===== src/core/sfdm_regs.vh =====
// Constants for the sensor fault diagnostic manager
`ifndef SFDM_REGS_VH
`define SFDM_REGS_VH
// Diagnostic flag bit positions
`define SFDM_FLAG_MEM2 0
`define SFDM_FLAG_LBIST 1
`define SFDM_FLAG_APATH 2
`define SFDM_FLAG_UV 3
`define SFDM_FLAG_OV 4
`define SFDM_FLAG_OT 5
`define SFDM_FLAG_RLO 6
`define SFDM_FLAG_RHI 7
// Data nibble 4/5 fault bit positions
`define SFDM_DN_RHI 0
`define SFDM_DN_RLO 1
`define SFDM_DN_OT 2
`define SFDM_DN_OV 3
`define SFDM_DN_UV 4
`define SFDM_DN_APATH 5
// Memory read response layout
`define SFDM_MEM_DATA_W 26
`define SFDM_MEM_SBE_BIT 28
`define SFDM_MEM_DBE_BIT 29
// Lock value enabling high-supply reporting
`define SFDM_LOCK_VAL 3'h5
// Coil rate limit for analog-path reporting
`define SFDM_COIL_LIMIT 2'h3
// Output protocol codes
`define SFDM_PROTO_PWM 4'h0
// PWM fault duty codes in percent
`define SFDM_DUTY_OV 7'h3C
`define SFDM_DUTY_UV 7'h28
`define SFDM_DUTY_AP 7'h1E
`define SFDM_DUTY_OT 7'h46
`define SFDM_DUTY_RLO 7'h50
`define SFDM_DUTY_RHI 7'h5A
// Status nibble bits
`define SFDM_SCN_APATH 0
`define SFDM_SCN_FAULT 1
// Power-on delay in microseconds and clock period in ns
`define SFDM_PO_DELAY_US 1000
`define SFDM_CLK_NS 40
`define SFDM_PO_CYCLES ((`SFDM_PO_DELAY_US * 1000 + `SFDM_CLK_NS - 1) / `SFDM_CLK_NS)
`endif


===== src/core/sfdm_manager.v =====
// Diagnostic fault manager: gathers faults and encodes the output response
`timescale 1ns/10ps
`include "sfdm_regs.vh"

// Functional notes
// Range fault drives configured fault response
// Low supply forces fault response until clear
// Reset gives high-Z; hold data until delay
// High-supply response only when memory locked
// Unlocked high supply enters programming, high-Z
// High-voltage indication forces high impedance
// Overtemperature drives configured fault response
// Single-bit memory error corrected transparently
// Double-bit memory error faults, high-Z output
// Read data bits 0-25, bits 26-27 and 30-31 zero
// Read bit 28 marks corrected single error
// Read bit 29 marks double error
// PWM flag mode: half carrier, fixed duties
// SENT flag mode sets status nibble bits
// Logic or double-bit fault always high-Z
// High-Z style: any fault high-Z, PWM only
// Flag register holds one bit per fault except high voltage
// Data nibble fault bits for six faults
// Reporting gated by disables, lock, coil rate
// Protocol selectable PWM or SENT variants
// Config holds enables and response style
// High-Z beats coded; fixed PWM priority
// Controller decodes codes; high-Z unrecoverable
module sfdm_manager #(
   parameter PO_CYCLES = `SFDM_PO_CYCLES
)(
   // Clock and reset
   input wire ref_clk,
   input wire rst,
   // Fault indications
   input wire range_low,
   input wire range_high,
   input wire low_supply,
   input wire high_supply,
   input wire high_voltage,
   input wire over_temp,
   input wire analog_path_err,
   input wire logic_bist_err,
   // Configuration word
   input wire [3:0] proto_sel,
   input wire hiz_style,
   input wire nibble_report,
   input wire [2:0] lock_field,
   input wire [1:0] coil_rate,
   input wire ovd_dis,
   input wire uvd_dis,
   input wire otmp_dis,
   input wire oor_dis,
   input wire coilbist_dis,
   input wire lbist_dis,
   // Nonvolatile memory read path
   input wire mem_rd_valid,
   input wire [25:0] mem_raw_data,
   input wire [25:0] mem_syndrome,
   input wire mem_sbe,
   input wire mem_dbe,
   // Output response
   output reg out_hiz,
   output reg prog_mode,
   output reg fault_coded,
   output reg half_carrier,
   output reg [6:0] pwm_duty,
   output reg [3:0] status_comm_nibble,
   output reg [7:0] nibble_faults,
   output reg data_hold,
   output reg [7:0] diagnostic_flags,
   output reg mem_rd_ready,
   output reg [31:0] mem_rd_data
);

   localparam ST_POR = 3'h1;
   localparam ST_WAIT = 3'h2;
   localparam ST_RUN = 3'h4;

   reg [2:0] state;
   reg [2:0] next_state;
   reg [31:0] po_count;
   reg dbe_latched;
   wire locked;
   wire is_pwm;
   wire rep_ov;
   wire rep_uv;
   wire rep_ot;
   wire rep_rlo;
   wire rep_rhi;
   wire rep_ap;
   wire rep_lbist;
   wire any_coded;
   wire hard_hiz;
   reg [6:0] next_duty;

   assign locked = (lock_field == `SFDM_LOCK_VAL);
   assign is_pwm = (proto_sel == `SFDM_PROTO_PWM);
   // Reporting gates
   assign rep_ov = high_supply & ~ovd_dis & locked; // see
   assign rep_uv = low_supply & ~uvd_dis; // see
   assign rep_ot = over_temp & ~otmp_dis;
   assign rep_rlo = range_low & ~oor_dis;
   assign rep_rhi = range_high & ~oor_dis;
   assign rep_ap = analog_path_err & ~coilbist_dis &
      (coil_rate < `SFDM_COIL_LIMIT);
   assign rep_lbist = logic_bist_err & ~lbist_dis;
   assign any_coded = rep_ov | rep_uv | rep_ot | rep_rlo | rep_rhi | rep_ap;
   // Faults that always give high impedance
   assign hard_hiz = rep_lbist | dbe_latched | high_voltage |
      (high_supply & ~locked); // see see see

   // Fixed PWM duty priority
   always @*
   begin
      next_duty = 7'h00;
      if (rep_ov)
         next_duty = `SFDM_DUTY_OV; // see
      else if (rep_uv)
         next_duty = `SFDM_DUTY_UV;
      else if (rep_ap)
         next_duty = `SFDM_DUTY_AP;
      else if (rep_ot)
         next_duty = `SFDM_DUTY_OT;
      else if (rep_rlo)
         next_duty = `SFDM_DUTY_RLO;
      else if (rep_rhi)
         next_duty = `SFDM_DUTY_RHI;
   end

   // Power-on sequencing
   always @*
   begin
      case (state)
         ST_POR:
            next_state = ST_WAIT;
         ST_WAIT:
            if (po_count >= PO_CYCLES - 1)
               next_state = ST_RUN;
            else
               next_state = ST_WAIT;
         ST_RUN:
            next_state = ST_RUN;
         default:
            next_state = ST_POR;
      endcase
   end

   always @(posedge ref_clk or posedge rst)
   begin
      if (rst)
      begin
         state <= ST_POR;
         po_count <= 32'h00000000;
      end
      else
      begin
         state <= next_state;
         if (state == ST_WAIT)
            po_count <= po_count + 32'h00000001;
      end
   end

   // Double-bit fault is sticky until reset
   always @(posedge ref_clk or posedge rst)
   begin
      if (rst)
         dbe_latched <= 1'b0;
      else if (mem_rd_valid & mem_dbe)
         dbe_latched <= 1'b1;
   end

   // Memory read response
   always @(posedge ref_clk or posedge rst)
   begin
      if (rst)
      begin
         mem_rd_ready <= 1'b0;
         mem_rd_data <= 32'h00000000;
      end
      else
      begin
         mem_rd_ready <= mem_rd_valid;
         if (mem_rd_valid)
         begin
            mem_rd_data <= 32'h00000000;
            mem_rd_data[`SFDM_MEM_DATA_W-1:0] <= mem_sbe ?
               (mem_raw_data ^ mem_syndrome) : mem_raw_data;
            mem_rd_data[`SFDM_MEM_SBE_BIT] <= mem_sbe;
            mem_rd_data[`SFDM_MEM_DBE_BIT] <= mem_dbe;
         end
      end
   end

   // Output response and flags
   always @(posedge ref_clk or posedge rst)
   begin
      if (rst)
      begin
         out_hiz <= 1'b1;
         prog_mode <= 1'b0;
         fault_coded <= 1'b0;
         half_carrier <= 1'b0;
         pwm_duty <= 7'h00;
         status_comm_nibble <= 4'h0;
         nibble_faults <= 8'h00;
         data_hold <= 1'b1;
         diagnostic_flags <= 8'h00;
      end
      else
      begin
         prog_mode <= high_supply & ~locked;
         diagnostic_flags[`SFDM_FLAG_MEM2] <= dbe_latched;
         diagnostic_flags[`SFDM_FLAG_LBIST] <= rep_lbist;
         diagnostic_flags[`SFDM_FLAG_APATH] <= rep_ap;
         diagnostic_flags[`SFDM_FLAG_UV] <= rep_uv;
         diagnostic_flags[`SFDM_FLAG_OV] <= rep_ov;
         diagnostic_flags[`SFDM_FLAG_OT] <= rep_ot;
         diagnostic_flags[`SFDM_FLAG_RLO] <= rep_rlo;
         diagnostic_flags[`SFDM_FLAG_RHI] <= rep_rhi;
         nibble_faults <= 8'h00;
         if (nibble_report & ~is_pwm)
         begin
            nibble_faults[`SFDM_DN_RHI] <= rep_rhi;
            nibble_faults[`SFDM_DN_RLO] <= rep_rlo;
            nibble_faults[`SFDM_DN_OT] <= rep_ot;
            nibble_faults[`SFDM_DN_OV] <= rep_ov;
            nibble_faults[`SFDM_DN_UV] <= rep_uv;
            nibble_faults[`SFDM_DN_APATH] <= rep_ap;
         end
         // High-Z style only honoured with PWM
         out_hiz <= (state == ST_POR) | hard_hiz |
            (hiz_style & is_pwm & any_coded); // see
         fault_coded <= any_coded & ~hard_hiz &
            ~(hiz_style & is_pwm);
         half_carrier <= is_pwm & ~hiz_style & any_coded & ~hard_hiz;
         pwm_duty <= (is_pwm & ~hiz_style) ? next_duty : 7'h00;
         status_comm_nibble <= 4'h0;
         if (~is_pwm)
         begin
            status_comm_nibble[`SFDM_SCN_FAULT] <= rep_ov | rep_uv |
               rep_ot | rep_rlo | rep_rhi;
            status_comm_nibble[`SFDM_SCN_APATH] <= rep_ap;
         end
         data_hold <= (state != ST_RUN);
      end
   end

endmodule


===== config.mk =====
export PLATFORM = sky130hd
export DESIGN_NAME = sfdm_manager
export DESIGN_NICKNAME = d
export VERILOG_FILES = /design/src/core/sfdm_manager.v
export VERILOG_INCLUDE_DIRS = /design/src /design/src/core
export SDC_FILE = /design/constraint.sdc
export NUM_CORES = 1
export LEC_CHECK = 0
export BUFFER_PORTS_ARGS = -buffer_cell sky130_fd_sc_hd__buf_2
export CAP_MARGIN = 20
export CORE_UTILIZATION = 45
export DETAILED_ROUTE_END_ITERATION = 8
export PLACE_DENSITY = 0.73
export SLEW_MARGIN = 0
export SYNTH_ARGS = -nofsm -noshare
export SYNTH_HDL_FRONTEND = slang
export SYNTH_SLANG_ARGS = --single-unit

===== constraint.sdc =====
create_clock -name ref_clk -period 2.73 [get_ports ref_clk]
set_input_delay 0.546 -clock ref_clk [delete_from_list [all_inputs] [get_ports ref_clk]]
set_output_delay 0.546 -clock ref_clk [all_outputs]
set_load 0.05 [all_outputs]

* After elaboration in Yosys (flattened, before gate mapping)
Index checks and enable logic that the tools add are counted.
W data, S select, Z words.
** Word-level totals
- Register bits :: 93
- Input bits :: 82
- Output and inout bits :: 65
- Word-level logic and storage cells :: 76
** Cells by class
- Add/sub/neg operators :: 1
- Magnitude comparators :: 2
- Equal/unequal tests :: 5
- Muxes and demuxes :: 12
- Bitwise logic cells :: 41
- Reduce and logical (&&, ||, !) cells :: 1
** Operators with widths (number)
- $mux W7 :: 7
- $add A32 B1 Y32 const B :: 1
- $ge A32 B15 Y1 const B :: 1
- $mux W26 :: 1
- $xor A26 B26 Y26 :: 1
- $and A1 B1 Y1 :: 19
- $not A1 Y1 :: 11
- $or A1 B1 Y1 :: 10
- $pmux W3 S3 :: 1
- $eq A3 B3 Y1 const B :: 2
- $mux W6 :: 1
- $logic_not A4 Y1 :: 1
- $eq A3 B1 Y1 const B :: 1
- $eq A3 B2 Y1 const B :: 1
- $mux W3 :: 1
- $ne A3 B3 Y1 const B :: 1
- $lt A2 B2 Y1 const B :: 1
- $mux W2 :: 1

* Logic depth before layout (Yosys ltp)
Gate-level depths: netlist of run 1.
- Word-level depth :: 10
- Gate-level depth with buffers :: 5
- Depth with buffers taken out :: 5

* Least setup slack after synthesis of run 1
OpenSTA, ideal clock, no wires.
- Path type :: flip-flop to flip-flop
- From :: register po_count[24]
- To :: register state[1]
- Setup time :: 78 ps
- Data arrival time :: 1647 ps
- Data required time :: 2652 ps
- Setup slack :: 1005 ps
- Stages on the path, launching flop included :: 5
- Buffers on the path :: 0
- Period minus slack after synthesis :: 1725 ps
- Cells stage by stage :: dfrtp_1 > or4_4 > or4b_4 > nor3_2 > o2bb2ai_1
** Between the ends
- Cells in the longest elaborated chain, start to end :: 3
** RTL lines
- start: declaration :: RTL line sfdm_manager.v:82 : reg [31:0] po_count;
- start signal: assignment :: RTL line sfdm_manager.v:160 : po_count <= po_count + 32'h00000001;
- $ge A32 B15 Y1 :: RTL line sfdm_manager.v:138 : if (po_count >= PO_CYCLES - 1)
- $mux W3 :: RTL line sfdm_manager.v:138
- $pmux W3 S3 :: RTL line sfdm_manager.v:134 : case (state)
- net next_state[1] :: RTL line sfdm_manager.v:81 : reg [2:0] next_state;
- end signal: assignment :: RTL line sfdm_manager.v:158 : state <= next_state;
- end: declaration :: RTL line sfdm_manager.v:80 : reg [2:0] state;
The timed path passes the listed nets, and every way through them passes these cells.
A chain may end at the register's enable or synchronous reset.

* Worst setup path in the final report of run 1
- From :: register po_count[6]
- To :: register po_count[30]
** Between the ends
- Cells in the longest elaborated chain, start to end :: 1
** RTL lines (RTL line)
- $add A32 B1 Y32 :: sfdm_manager.v:160
Every way passes these cells.

==> results of run 1 <==
[worst max-delay path by stage]
stage	start	to	slack, ns
global route	po_count[6]	po_count[28]	0.63
CTS	state[2]	po_count[16]	0.77
detailed placement	state[2]	po_count[16]	0.79
global placement	proto_sel[1]	pwm_duty[6]	0.88
floorplan	po_count[24]	state[1]	1.01
finish	po_count[6]	po_count[30]	0.74
[stage by stage]
stage | instances | power, W | utilization, % | hold WS [ns]
floorplan | 400 | 0.001867 | - | 0.3725
global placement | 629 | 0.002014 | 55.91 | 0.4614
detailed placement | 629 | 0.002022 | 55.91 | 0.4691
CTS | 645 | 0.002982 | 58.31 | 0.2493
global route | 645 | 0.003074 | 58.31 | 0.2755
finish | 645 | 0.002951 | 58.31 | 0.2413
[per-layer routing]
metal | vias up | routed length [um]
met5 | - | 0
met4 | 0 | 77
met3 | 6 | 433
met2 | 97 | 4216
met1 | 1513 | 3908
li1 | 1604 | -
[cell type report]
class / instances / area [um^2] / share of cell area [%]
flip-flops and latches: 92 / 2306 / 44.91
repair buffers: 140 / 720.7 / 14.04
clock inverters: 7 / 87.58 / 1.706
clock buffers: 9 / 123.9 / 2.412
multi-input cells: 280 / 1724 / 33.58
inverters: 9 / 37.54 / 0.7310
well taps: 108 / 135.1 / 2.632
[power by group]
part / switching, W / leakage, nW / internal, W / total [W]
Combinational: 0.000402 / 1.25 / 0.000140 / 0.000542
Clock: 0.000512 / 0.109 / 0.000448 / 0.000960
Sequential: 0.0000263 / 1.14 / 0.00142 / 0.00145
[kinds of logic (layout without fill, tap and decap cells)]
family,after synthesis,count (layout),share of synthesized area [%]
and+or+nand+nor,163,163,21.00
DFF,92,92,55.70
xor gates and xnor gates,59,59,12.48
AOI/OAI and AO/OA,45,45,6.226
buffers and inverters,28,165,3.384
muxes,3,3,0.8159
adders and majority gates,1,1,0.3022
other,1,9,0.09057
[layout by cell type, fill, tap and decap left out, types with 3 or more instances in the layout]
cell,n
nor3_1,7
buf_2,137
inv_6,3
dfstp_2,3
inv_1,8
mux2_2,3
dfrtp_1,89
nand2_1,39
and2_1,7
clkbuf_8,9
nor4_1,9
xor2_1,33
o21ai_0,3
and3_1,5
nor2_1,44
nand4_1,17
nand3_1,12
a21oi_1,32
nand2b_1,7
conb_1,9
xnor2_1,26
[sequential cells by signal, summed over array words and instances, names as in the netlist, 2 cells and up]
register / cells
status_comm_nibble: 2
nibble_faults: 6
po_count: 32
mem_rd_data: 28
pwm_duty: 6
diagnostic_flags: 8
state: 3
==> out/results.ini, run 1 <==
[place]
io_buffers = 137
dpl_worst_slack_ns = 0.7909
dp_hpwl_um = 6434
placed_area_um2 = 4923
globalplace.congestion = 0.9128

[clocking]
hold_buffers = 0
cts_tree = built
h-tree-depth = 3
clk_pin_slew_ns = 0.10
cts_buffer_depth = 2
post_cts_buffers = 0
root_buffer = clkbuf_8
cts_buffers = 9
clk_latency_ns = 0.35
cts_resized = 0
cts_sinks = 92

[global_routing]
first_global_vias = 3058
gr-total-overflow = 0
antenna_found_initial = 0
grtUsageMet3_pct = 3.078
grt_pass1_wl_um = 14300
grtUsageTotal_pct = 18.28
use_met1_pct = 24.31
grt_max_degree = 68
grt_use_met2_pct = 30.82
busiest_layer = met2

[floorplan]
start_util_pct = 47.02
die_w_um = 97.92
die_h_um = 97.92
ios = 147
die_area_um2 = 9588
coreArea_um2 = 8806
num_rows = 34

[cells_and_area]
num-nets-final = 615
n_fill_cell = 724
antennaDiodeCount = 0
design_area_um2 = 5135
drive_gt1_share_pct = 32.40
area_growth_pct = 24.03

[yosys]
synth.largest_area_cell = dfrtp_1
async_flop_share_pct = 100.0
synth.area.top_cells = dfrtp_1 54%, xor2_1 7.0%, xnor2_1 5.5%, nor2_1 4.0%, a21oi_1 3.9%
synth_top_flop_cell = dfrtp_1
synth.most_common_cell = dfrtp_1
netlist_area_um2 = 4140
synth_area_per_cell_um2 = 10.56
ys_seq_area_share_pct = 55.70
ys_warn_count = 0
synth.ff_latch_count = 92
ys_types = 46
synth_edf_count = 0
netlist.area_leader.share_pct = 53.79
postSynthCellCount = 392
synth_common_cells = 89 x dfrtp_1, 44 x nor2_1, 39 x nand2_1

[min_path]
hold_class = in -> async

[setup_path]
end_kind = flop
rr_endpoint = po_count[30]
worstPathCellList = nand3_1 -> nor4_2 -> nand4_1 -> xnor2_1
cpMaxStageDelayCell = nor4_2
path_depth = 4
ff2ff_path_depth = 4
path_class = reg -> reg
crit_arrival_ns = 2.22
critPathMaxFanout = 10
critPathMaxStageDelay_ns = 0.84
reg2reg_setup_slack_ns = 0.74
critPathBufInv = 0
rr_startpoint = po_count[6]
worstSetupStartpointType = flop
crit_family = simple AND/OR/NAND/NOR gates
required_ns = 2.96

[timing]
setup_viol_count_final = 0
setup_tns_ns = 0
hold_violations = 0
finalWorstSetupSlack_ns = 0.7412
max_slew.worst_pin.slew_ns = 0.8969
period_minus_slack_ns = 1.989
period_share_pct = 72.85
finalMaxSlewViolations = 0
skew_ns = 0.01406
max_freq_mhz = 502.8
slew-limit-headroom_pct = 39.71
rsz0062_at_grt = false

[power_and_ir_drop]
p_leak_nw = 2.496
ir_drop_v = 0.0003303
powerDensity_nw_per_um2 = 574.8

[detailed_routing]
drt_wl_total_um = 8636
firstDrtPassIters = 9
drtAntennaViolNets = 0
remaining_drc_errors = 14
via_per_inst = 4.992
routed-via-count = 3220
post_drt_wl_per_cell_um = 13.39
drtIter0Drc = 168

[outcome]
status = finished, violations left
violations = DRC

[job]
maxCapViolCount = 0

Note: power is estimated with default switching activity, not from simulation.
==> inputs of run 2 (changes only) <==
--- a/config.mk
+++ b/config.mk
@@ -8,9 +8,9 @@
 export LEC_CHECK = 0
 export BUFFER_PORTS_ARGS = -buffer_cell sky130_fd_sc_hd__buf_2
 export CAP_MARGIN = 20
-export CORE_UTILIZATION = 45
+export CORE_UTILIZATION = 50
 export DETAILED_ROUTE_END_ITERATION = 8
-export PLACE_DENSITY = 0.73
+export PLACE_DENSITY = 0.77
 export SLEW_MARGIN = 0
 export SYNTH_ARGS = -nofsm -noshare
 export SYNTH_HDL_FRONTEND = slang
==> constraint.sdc (replaced) <==
create_clock -name ref_clk -period 1.9 [get_ports ref_clk]
set_input_delay 0.38 -clock ref_clk [delete_from_list [all_inputs] [get_ports ref_clk]]
set_output_delay 0.38 -clock ref_clk [all_outputs]
set_load 0.05 [all_outputs]
==> run 2 against run 1 <==
The flow now finishes without violations; final area up 1.1%; sequential power rose by 43%; combinational power grew 47%; highest routed layer unchanged; hold slack lost 0.050 ns; non-clock buffer count is 9 higher.
==> out/results.ini, run 2 (same netlist as run 1, synthesis figures left out) <==
[outcome]
status = finished clean

[cells_and_area]
antennaDiodeCount = 0
finish.utilization_pct = 66.17
layout_common_cells = 137 x buf_2, 89 x dfrtp_1, 44 x nor2_1
num-nets-final = 624
area_growth_pct = 25.42
layout_commonest_cell = buf_2
drive_gt1_share_pct = 33.33
regMostFlops = po_count
largest_reg_flops = 32
reg_top3 = po_count: 32 flops, mem_rd_data: 28 flops, diagnostic_flags: 8 flops

[timing]
period_minus_slack_ns = 1.790
max_freq_mhz = 558.7
rsz0062_at_grt = false
period_share_pct = 94.20
slew-limit-headroom_pct = 59.01
setup_viol_count_final = 0
setup_tns_ns = 0
skew_ns = 0.01889
hold_violations = 0
max_slew.worst_pin.slew_ns = 0.5994
finalMaxSlewViolations = 0

[power_and_ir_drop]
powerDensity_nw_per_um2 = 797.0
ir_drop_v = 0.0003403
pwr-share-comb_pct = 19.2
p_int_w = 0.002762
power_w = 0.004139
p_seq_share_pct = 50.3
swShare_pct = 33.26
clkPwrFrac_pct = 30.4
p_leak_nw = 2.526
p_switching_w = 0.001377

[setup_path]
required_ns = 2.19
cpMaxStageDelayCell = or4_4
reg2reg_setup_slack_ns = 0.11
critPathMaxFanout = 4
crit_arrival_ns = 2.08
path_class = reg -> reg
worstPathCellList = or4_4 -> or4b_4 -> nor3_2 -> o2bb2ai_1
critPathMaxStageDelay_ns = 0.55
critPathBufInv = 0
crit_family = simple AND/OR/NAND/NOR gates
end_kind = flop
worstSetupStartpointType = flop

[floorplan]
ios = 147
die_h_um = 93.00
start_util_pct = 52.76
num_rows = 32
die_area_um2 = 8648
die_w_um = 93.00
coreArea_um2 = 7848

[clocking]
post_cts_buffers = 0
root_buffer = clkbuf_8
h-tree-depth = 3
cts_sinks = 92
cts_buffers = 9
clk_pin_slew_ns = 0.10
cts_buffer_depth = 2
clk_latency_ns = 0.36
cts_tree = built

[place]
dp_hpwl_um = 6933
io_buffers = 137
globalplace.congestion = 0.9214

[global_routing]
grtUsageTotal_pct = 21.85
antenna_found_initial = 0
grt_pass1_wl_um = 14610
first_global_vias = 3078
grt_max_degree = 43
gr-total-overflow = 0

[min_path]
hold_class = in -> reg

[detailed_routing]
routed-via-count = 3310
remaining_drc_errors = 0
firstDrtPassIters = 4
drtIter0Drc = 176
via_per_inst = 5.108
post_drt_wl_per_cell_um = 13.92
drt_wl_total_um = 9023
drtAntennaViolNets = 0

[job]
maxCapViolCount = 0

## run 2: final cells by class
cell class | count | area [um^2]
Clock inverter | 7 | 70.07
Timing Repair Buffer | 149 | 803.3
Inverter | 9 | 37.54
Clock buffer | 9 | 123.9
Tap cell | 102 | 127.6
Multi-Input combinational cell | 280 | 1724
Sequential cell | 92 | 2306
Fill cell | 629 | 2655
## run 2: through the flow
step / hold slack, ns / worst slack, ns / std cells / instance area, um^2
6_report: 0.1909 / 0.1102 / 648 / 5192
5_1_grt: 0.1712 / 0.03015 / 648 / 5192
4_1_cts: 0.1705 / 0.1060 / 648 / 5192
3_5_place_dp: 0.3100 / 0.1238 / 631 / 4989
3_3_place_gp: 0.3057 / 0.1411 / 631 / 4989
2_1_floorplan: 0.3725 / 0.1751 / 400 / 4174
## run 2: routing by layer
metal | up-vias | GRT usage, % | part of all wire (%)
li1 | 1611 | - | -
met1 | 1584 | 28.88 | 43
met2 | 109 | 35.91 | 50
met3 | 6 | 6.016 | 6.6
met4 | 0 | 5.256 | 0.57
met5 | - | 0 | 0
## run 2: worst paths after layout
| kind | startpoint | endpoint | depth (start not counted) |
|---|---|---|---|
| max | po_count[24] | state[1] | 4 |
| min | lbist_dis | diagnostic_flags[1] | 2 |
| max reg2reg | po_count[24] | state[1] | 4 |
| min reg2reg | dbe_latched | diagnostic_flags[0] | 0 |
| max in group asynchronous | rst | po_count[0] | 4 |
| min in group asynchronous | rst | diagnostic_flags[7] | 3 |
## run 2: power by group through the flow
stage | clock network (W) | registers [W] | logic [W]
5_1_grt | 0.00138 | 0.00209 | 0.000852
3_3_place_gp | 0 | 0.00212 | 0.000789
4_1_cts | 0.00130 | 0.00208 | 0.000803
3_5_place_dp | 0 | 0.00212 | 0.000799
6_report | 0.00126 | 0.00208 | 0.000796
2_1_floorplan | 0 | 0.00245 | 0.000238
## run 2: repair_timing
item	CTS	global route
endpoints found under the hold margin	5	0
gates resized for setup	0	0
hold buffers	1	0
